## config.mk

```make
export PLATFORM = sky130hd
export DESIGN_NAME = crcg_ctrl
export DESIGN_NICKNAME = d
export VERILOG_FILES = /design/src/crcg_pkg.sv /design/src/crcg_ctrl.sv /design/src/crcg_fifo.sv
export VERILOG_INCLUDE_DIRS = /design/src
export SDC_FILE = /design/constraint.sdc
export NUM_CORES = 2
export LEC_CHECK = 0
export BUFFER_PORTS_ARGS = -buffer_cell sky130_fd_sc_hd__buf_2
export CORE_MARGIN = 3
export CORE_UTILIZATION = 45
export CTS_CLUSTER_DIAMETER = 50
export DETAILED_ROUTE_END_ITERATION = 6
export SYNTH_ARGS = -nofsm -noshare
export SYNTH_HDL_FRONTEND = slang
export SYNTH_SLANG_ARGS = --single-unit
```

## constraint.sdc

```tcl
create_clock -name clk_sys -period 3.8 [get_ports clk_sys]
set_input_delay 0.57 -clock clk_sys [delete_from_list [all_inputs] [get_ports clk_sys]]
set_output_delay 0.57 -clock clk_sys [all_outputs]
set_load 0.005 [all_outputs]
```

## src/crcg_cfg.svh

```systemverilog
/*
  register map, field positions, reset values and sizes of the crc generator.
  assumes inclusion by its bare name from the package and the top module.
*/
`ifndef CRCG_CFG_SVH
`define CRCG_CFG_SVH

// ----------------------------------------
// word offsets on the avalon slave
// ----------------------------------------
`define CRCG_OFS_CTRL1     3'h0
`define CRCG_OFS_CTRL2     3'h1
`define CRCG_OFS_DATA      3'h2
`define CRCG_OFS_RESULT    3'h3
`define CRCG_OFS_POLY      3'h4
`define CRCG_OFS_IRQSTAT   3'h5
`define CRCG_OFS_IRQMASK   3'h6

// ----------------------------------------
// control one fields
// ----------------------------------------
`define CRCG_C1_COUNT_LSB  8
`define CRCG_C1_FULL       7
`define CRCG_C1_EMPTY      6
`define CRCG_C1_ISEL       5
`define CRCG_C1_GO         4
`define CRCG_C1_LSBF       3

// ----------------------------------------
// control two fields
// ----------------------------------------
`define CRCG_C2_WIDTH_LSB  8
`define CRCG_C2_PLEN_LSB   0

// ----------------------------------------
// interrupt status bits and reset values
// ----------------------------------------
`define CRCG_IRQ_CRC       0
`define CRCG_IRQ_DONE      1
`define CRCG_RST_FIELD     5'h00
`define CRCG_RST_WORD      32'h0000_0000

// ----------------------------------------
// fifo sizing
// ----------------------------------------
`define CRCG_DEPTH_SHORT   5'h10
`define CRCG_DEPTH_LONG    5'h08
`define CRCG_PLEN_LONG_MIN 5'h08

`endif

```

## src/crcg_pkg.sv

```systemverilog
/*
  types of the crc generator: register state and bus carriers.
  assumes crcg_cfg.svh alongside for the constants.
*/
package crcg_pkg;
  `include "crcg_cfg.svh"

  typedef struct packed {
    logic [2:0]  address;
    logic        read;
    logic        write;
    logic [31:0] writedata;
    logic [3:0]  byteenable;
  } crcg_avreq_t;

  typedef struct packed {
    logic [31:0] readdata;
    logic        waitrequest;
  } crcg_avrsp_t;

  typedef enum logic [1:0] {
    CRCG_IDLE  = 2'b01,
    CRCG_SHIFT = 2'b10
  } crcg_phase_t;

  typedef struct packed {
    logic [4:0]  widthField;
    logic [4:0]  plenField;
    logic        iselBit;
    logic        goBit;
    logic        lsbFirst;
    logic [31:0] poly;
    logic [31:0] crc;
    logic [31:0] shReg;
    logic [4:0]  bitCnt;
    crcg_phase_t phase;
    logic        ack;
    logic [31:0] rdata;
    logic [1:0]  irqStat;
    logic [1:0]  irqMask;
  } crcg_state_t;
endpackage
```

## src/crcg_ctrl.sv

```systemverilog
/*
  crc generator: avalon-mm register slave, input fifo, serial shifter,
  lfsr engine and interrupt logic.
  assumes an avalon-mm master on clk_sys and a level interrupt sink.
*/
`timescale 1ns/1ns
`include "crcg_cfg.svh"

module crcg_ctrl #(
  parameter int DATA_W = 32,
  parameter int DEPTH  = 16
) (
  // clock and reset
  input  wire logic                 clk_sys,
  input  wire logic                 rst,
  // avalon-mm slave
  input  wire crcg_pkg::crcg_avreq_t avReq,
  output crcg_pkg::crcg_avrsp_t      avRsp,
  // interrupt
  output logic                      irq
);
  import crcg_pkg::*;

  initial begin
    if (DATA_W != 32 || DEPTH != 16) begin
      $error("crcg_ctrl: DATA_W must be 32 and DEPTH 16");
    end
  end

  // ----------------------------------------
  // state and fifo wiring
  // ----------------------------------------
  crcg_state_t st_q, st_d;

  logic              push;
  logic              pop;
  logic [DATA_W-1:0] headData;
  logic [4:0]        capacity;
  logic [4:0]        count;
  logic              fifoFull;
  logic              fifoEmpty;
  logic              busReq;
  logic              wrData;
  logic              accept;
  logic [31:0]       beMask;
  logic [31:0]       wrWord;
  logic [31:0]       polyMask;
  logic              curBit;
  logic              feedback;
  logic              startWord;
  logic              lastBit;
  logic              shiftDone;
  logic              fifoDrained;
  logic              crcEvent;
  logic [31:0]       ctrl1Word;
  logic [31:0]       ctrl2Word;

  assign capacity = (st_q.plenField >= `CRCG_PLEN_LONG_MIN) ? `CRCG_DEPTH_LONG : `CRCG_DEPTH_SHORT;

  crcg_fifo #(
    .WIDTH (DATA_W),
    .DEPTH (DEPTH)
  ) u_fifo (
    .clk_sys  (clk_sys),
    .rst      (rst),
    .push     (push),
    .pushData (avReq.writedata),
    .pop      (pop),
    .headData (headData),
    .capacity (capacity),
    .count    (count),
    .full     (fifoFull),
    .empty    (fifoEmpty)
  );

  // ----------------------------------------
  // bus handshake
  // ----------------------------------------
  // a data write into a full fifo stalls on waitrequest until a word drains
  assign busReq   = avReq.read | avReq.write;
  assign wrData   = avReq.write && avReq.address == `CRCG_OFS_DATA;
  assign accept   = busReq && !st_q.ack && !(wrData && fifoFull);
  assign push     = accept && wrData;
  assign avRsp.waitrequest = busReq && !st_q.ack;
  assign avRsp.readdata    = st_q.rdata;

  always_comb begin
    for (int i = 0; i < 4; i++) begin
      beMask[8*i +: 8] = {8{avReq.byteenable[i]}};
    end
  end

  // ----------------------------------------
  // shifter datapath
  // ----------------------------------------
  // polynomial length mask
  always_comb begin
    for (int i = 0; i < 32; i++) begin
      polyMask[i] = (5'(i) <= st_q.plenField);
    end
  end

  assign curBit   = st_q.lsbFirst ? st_q.shReg[0] : st_q.shReg[st_q.widthField];
  assign feedback = curBit ^ st_q.crc[st_q.plenField];

  assign startWord   = st_q.goBit && !fifoEmpty &&
                       (st_q.phase == CRCG_IDLE || (st_q.phase == CRCG_SHIFT && lastBit));
  assign lastBit     = st_q.goBit && st_q.phase == CRCG_SHIFT && st_q.bitCnt == 5'h00;
  assign pop         = startWord;
  assign shiftDone   = lastBit && fifoEmpty;
  assign fifoDrained = pop && count == 5'h01 && !push;

  assign crcEvent = st_q.iselBit ? fifoDrained : shiftDone;

  assign ctrl1Word = {19'h0, count, fifoFull, fifoEmpty, st_q.iselBit, st_q.goBit,
                      st_q.lsbFirst, 3'h0};

  assign ctrl2Word = {19'h0, st_q.widthField, 3'h0, st_q.plenField};

  // ----------------------------------------
  // next state
  // ----------------------------------------
  always_comb begin
    st_d     = st_q;
    wrWord   = 32'h0;
    st_d.ack = accept;

    if (st_q.goBit && st_q.phase == CRCG_SHIFT) begin
      st_d.crc    = ({st_q.crc[30:0], 1'b0} ^ (feedback ? st_q.poly : 32'h0)) & polyMask;
      st_d.shReg  = st_q.lsbFirst ? {1'b0, st_q.shReg[31:1]} : {st_q.shReg[30:0], 1'b0};
      st_d.bitCnt = st_q.bitCnt - 5'h01;
      if (lastBit) begin
        st_d.phase = CRCG_IDLE;
      end
    end
    if (startWord) begin
      st_d.shReg  = headData;
      st_d.bitCnt = st_q.widthField;
      st_d.phase  = CRCG_SHIFT;
    end

    if (accept && avReq.write) begin
      if (avReq.address == `CRCG_OFS_CTRL1) begin
        wrWord        = (ctrl1Word & ~beMask) | (avReq.writedata & beMask);
        st_d.iselBit  = wrWord[`CRCG_C1_ISEL];
        st_d.goBit    = wrWord[`CRCG_C1_GO];
        st_d.lsbFirst = wrWord[`CRCG_C1_LSBF];
      end else if (avReq.address == `CRCG_OFS_CTRL2) begin
        wrWord          = (ctrl2Word & ~beMask) | (avReq.writedata & beMask);
        st_d.widthField = wrWord[`CRCG_C2_WIDTH_LSB +: 5];
        st_d.plenField  = wrWord[`CRCG_C2_PLEN_LSB +: 5];
      end else if (avReq.address == `CRCG_OFS_RESULT) begin
        // seeding the result only makes sense while the shifter is idle
        st_d.crc = (st_q.crc & ~beMask) | (avReq.writedata & beMask);
      end else if (avReq.address == `CRCG_OFS_POLY) begin
        st_d.poly = (st_q.poly & ~beMask) | (avReq.writedata & beMask);
      end else if (avReq.address == `CRCG_OFS_IRQMASK) begin
        st_d.irqMask = avReq.byteenable[0] ? avReq.writedata[1:0] : st_q.irqMask;
      end
    end

    if (accept && avReq.read) begin
      if (avReq.address == `CRCG_OFS_CTRL1) begin
        st_d.rdata = ctrl1Word;
      end else if (avReq.address == `CRCG_OFS_CTRL2) begin
        st_d.rdata = ctrl2Word;
      end else if (avReq.address == `CRCG_OFS_RESULT) begin
        st_d.rdata = st_q.crc;
      end else if (avReq.address == `CRCG_OFS_POLY) begin
        st_d.rdata = st_q.poly;
      end else if (avReq.address == `CRCG_OFS_IRQSTAT) begin
        st_d.rdata   = {30'h0, st_q.irqStat};
        st_d.irqStat = 2'b00;
      end else if (avReq.address == `CRCG_OFS_IRQMASK) begin
        st_d.rdata = {30'h0, st_q.irqMask};
      end else begin
        st_d.rdata = 32'h0;
      end
    end

    // events set after the read clear, so a coincident event survives
    if (crcEvent) begin
      st_d.irqStat[`CRCG_IRQ_CRC] = 1'b1;
    end
    if (shiftDone) begin
      st_d.irqStat[`CRCG_IRQ_DONE] = 1'b1;
    end
  end

  always_ff @(posedge clk_sys) begin
    if (rst) begin
      st_q            <= '0;
      st_q.phase      <= CRCG_IDLE;
      st_q.widthField <= `CRCG_RST_FIELD;
      st_q.plenField  <= `CRCG_RST_FIELD;
      st_q.poly       <= `CRCG_RST_WORD;
      st_q.crc        <= `CRCG_RST_WORD;
    end else begin
      st_q <= st_d;
    end
  end

  assign irq = |(st_q.irqStat & st_q.irqMask);
endmodule

```

## src/crcg_fifo.sv

```systemverilog
/*
  input word fifo of the crc generator with a runtime capacity limit.
  assumes push only while not full and pop only while not empty.
*/
`timescale 1ns/1ns
module crcg_fifo #(
  parameter int WIDTH = 32,
  parameter int DEPTH = 16
) (
  // clock and reset
  input  wire logic             clk_sys,
  input  wire logic             rst,
  // write side
  input  wire logic             push,
  input  wire logic [WIDTH-1:0] pushData,
  // read side
  input  wire logic             pop,
  output logic      [WIDTH-1:0] headData,
  // status
  input  wire logic [4:0]       capacity,
  output logic      [4:0]       count,
  output logic                  full,
  output logic                  empty
);
  import crcg_pkg::*;

  initial begin
    if (DEPTH != 16 || WIDTH < 1 || WIDTH > 32) begin
      $error("crcg_fifo: unsupported WIDTH or DEPTH");
    end
  end

  typedef struct packed {
    logic [DEPTH-1:0][WIDTH-1:0] mem;
    logic [3:0]                  wrPtr;
    logic [3:0]                  rdPtr;
    logic [4:0]                  cnt;
  } crcg_fifo_state_t;

  crcg_fifo_state_t st_q, st_d;

  always_comb begin
    st_d = st_q;
    if (push) begin
      st_d.mem[st_q.wrPtr] = pushData;
      st_d.wrPtr           = st_q.wrPtr + 4'h1;
    end
    if (pop) begin
      st_d.rdPtr = st_q.rdPtr + 4'h1;
    end
    st_d.cnt = st_q.cnt + {4'h0, push} - {4'h0, pop};
  end

  always_ff @(posedge clk_sys) begin
    if (rst) begin
      st_q <= '0;
    end else begin
      st_q <= st_d;
    end
  end

  assign headData = st_q.mem[st_q.rdPtr];
  assign count    = st_q.cnt;
  assign full     = (st_q.cnt >= capacity);
  assign empty    = (st_q.cnt == 5'h00);
endmodule

```

==> metrics.cfg <==
[placement]
hpwl_mm=59.9
place.gp.congestion=0.925
dpl_cell_area_mm2=0.0323
place_inst=4480
dp_slack_ns=0.496
io_buffers=76

[power_and_ir_drop]
p_leak_nw=11.3
ir_worst_vdd_mv=0.350
power_mw=15.6
p_per_area_mw_per_mm2=447

[final_layout]
syn2layout_area_growth_pct=11.4
stdcell_count=4620
final_area_mm2=0.0350
fin_util_pct=50.8
drive_gt1_share_pct=13.3
fin_nets=3690

[drt]
num_vias=26700
drc=0
ant_nets=0
met3_length_mm=6.99
firstDrtPassIters=6
m1WireLength_mm=42.8
wl_mm=99.2
wl_per_cell_um=21.5
top_layer_used=met4
dr_wl_met2_mm=46.7
via_per_inst=5.79
drt_iter0_markers=2699

[critical_path]
worstSetupPathType=flop to flop
critPathMaxStageDelay_ns=0.67
crit_chain=buf_4 -> mux2_2 -> o22ai_1 -> nor4_1 -> nor4_2 -> or3_1 -> and2_2 -> buf_12 -> a2111oi_4 -> a311o_1
crit_fanout=27
critPathBufInv=2
arrival_ns=3.85
start_kind=flop
cp.required_ns=4.31
slowest_stage=dfxtp_1
critical-path-top-delay-family=simple AND/OR/NAND/NOR gates
endpoint_kind=flop

[clock_network]
cts_root_buf=clkbuf_16
clkLatencyLatePin_ns=0.63
cts_setup_buffers=0
htree_levels=3
postCtsHoldBufs=0
cts_tree=built
cts.clk_slew.worst_paths_ns=0.06
cts_buffers=80
ctsResizeCount=0
cts_max_path_buffers=3
cts_sinks=678

[floorplan]
rows=96
die_area_mm2=0.0729
pin_count=77
initial_core_util_pct=45.6
die_w_um=270
dieHeight_um=270
core-area_mm2=0.0688

[timing]
fin_crit_ns=3.33
holdWs_ns=0.356
relSlewSlack_pct=44.3
hold_violations=0
final_max_slew_viol_count=0
rsz0062_at_grt=false
worst_slew_pin_slew_ns=0.830
fin_crit_sh_pct=87.7
worst_slack_ns=0.466
setup-violations-final=0
finalSetupTns_ns=0
finClkSkew_ns=0.0236
max_freq_mhz=300

[run]
maxCapViolations=0

[yosys]
synthesis.area_mm2=0.0314
avgSynthCellArea_um2=8.30
async_flop_share_pct=0
postSynthCellCount=3781
yosysSeqAreaShare_pct=43.3
synth_seq_cells=678
synth-edff-count=0
ys_warn_count=0
synth_nets=3840
synth_top_flop_cell=dfxtp_1
synth.distinct_cells=64

[global_routing]
antenna_found_initial=1
grt_overflow=0
grt_max_degree=162
grt_use_total_pct=26.6
grt_pass1_wl_mm=154
grt_pass1_vias=25400

[hold_path]
hp-class=input port to flop
min-delay-start=rst

[run_status]
status=finished, final reports clean

==> power breakdown <==
group	internal (mW)	total [mW]	switching, mW	leakage, nW
clock network	4.64	7.80	3.16	1.32
logic	0.154	0.625	0.471	4.48
registers	7.15	7.18	0.0329	5.47
total	11.9	15.6	3.66	11.3
==> cells in the final DEF (no fill, tap or decap), types with 8 or more instances in the layout <==
| cell | synthesis | layout |
|---|---|---|
| a211oi_1 | 80 | 80 |
| nor2b_1 | 41 | 41 |
| nand3_1 | 20 | 16 |
| nand2_1 | 1120 | 1120 |
| a21o_1 | 9 | 9 |
| ha_1 | 15 | 15 |
| a311oi_1 | 9 | 9 |
| clkbuf_1 | 331 | 9 |
| and2_1 | 9 | 8 |
| a311o_1 | 14 | 14 |
| buf_2 | 11 | 75 |
| buf_4 | 35 | 75 |
| a21oi_1 | 593 | 593 |
| nor3_1 | 60 | 56 |
| a221oi_1 | 27 | 27 |
| o21ai_0 | 50 | 50 |
| buf_12 | 1 | 17 |
| mux2i_1 | 120 | 120 |
| a31oi_1 | 12 | 12 |
| mux4_2 | 139 | 139 |
| a32oi_1 | 21 | 21 |
| dfxtp_1 | 678 | 673 |
| mux2_2 | 14 | 14 |
| clkinv_2 | 0 | 14 |
| clkbuf_16 | 0 | 84 |
| clkbuf_8 | 0 | 13 |
| or3_1 | 9 | 9 |
| inv_1 | 43 | 43 |
| nor2_1 | 185 | 176 |
==> worst paths after layout <==
kind / slack [ns] / end / depth (start not counted)
setup / recovery: 0.47 / flop / 10
hold / removal: 0.36 / flop / 2
setup reg to reg: 0.47 / flop / 10
hold reg to reg: 0.45 / u_fifo.st_q[481]$_SDFFE_PP0P_ / 2
==> synth_stat cells, types with 6 or more instances <==
library cell  count  share of area (%)
a32oi_1          21               0.59
inv_1            43               0.51
nor3_1           60               0.96
and3_1            8               0.16
a21o_1            9               0.22
a21oi_1         593                9.5
a31oi_1          12               0.24
dfxtp_1         678                 43
xnor2_1           6               0.17
or3_1             9               0.18
nand3_1          20               0.32
and2_1            9               0.18
a32o_1            6               0.19
ha_1             15               0.60
nor2_1          185                2.2
a221oi_1         27               0.75
clkbuf_1        331                4.0
buf_1            20               0.24
nand2b_1          7               0.14
or2_2             6               0.12
mux2i_1         120                3.8
buf_4            35               0.84
nand4_1           7               0.14
nand2_1        1120                 13
a311o_1          14               0.45
mux2_2           14               0.50
a2111oi_4         7               0.61
a211oi_1         80                1.9
mux4_2          139                 10
xor2_1            6               0.17
nor2b_1          41               0.82
buf_2            11               0.18
a311oi_1          9               0.25
o21ai_0          50               0.80
==> layer usage <==
metal  vias to the layer above  track usage [%]
met2                       993             43.9
li1                      12600                -
met4                         0             8.68
met5                         -                0
met1                     12900             35.8
met3                       185             3.95
==> cell families after synthesis <==
kind of cell / Yosys count / synth area share, %
xor gates and xnor gates: 12 / 0.335
DFF: 678 / 43.3
and+or+nand+nor: 1493 / 19.1
adders and majority gates: 16 / 0.662
muxes: 273 / 14.3
buffers and inverters: 443 / 5.86
AOI/OAI and AO/OA: 866 / 16.4
==> layout make-up <==
type	count	area, um^2
Fill cell	6520	33900
Multi-Input combinational cell	2660	16100
Clock buffer	106	2310
Timing Repair Buffer	168	1290
Inverter	43	161
Antenna cell	1	2.50
Tap cell	931	1160
Sequential cell	678	13600
Clock inverter	33	359
==> worst reg2reg max path, stage by stage (launching register included) <==
cell and delay [ns]:
dfxtp_1 0.67, buf_4 0.29, mux2_2 0.35, o22ai_1 0.12, nor4_1 0.08, nor4_2 0.44, or3_1 0.19, and2_2 0.38
buf_12 0.25, a2111oi_4 0.11, a311o_1 0.34
Note: power is estimated with default switching activity, not from simulation.
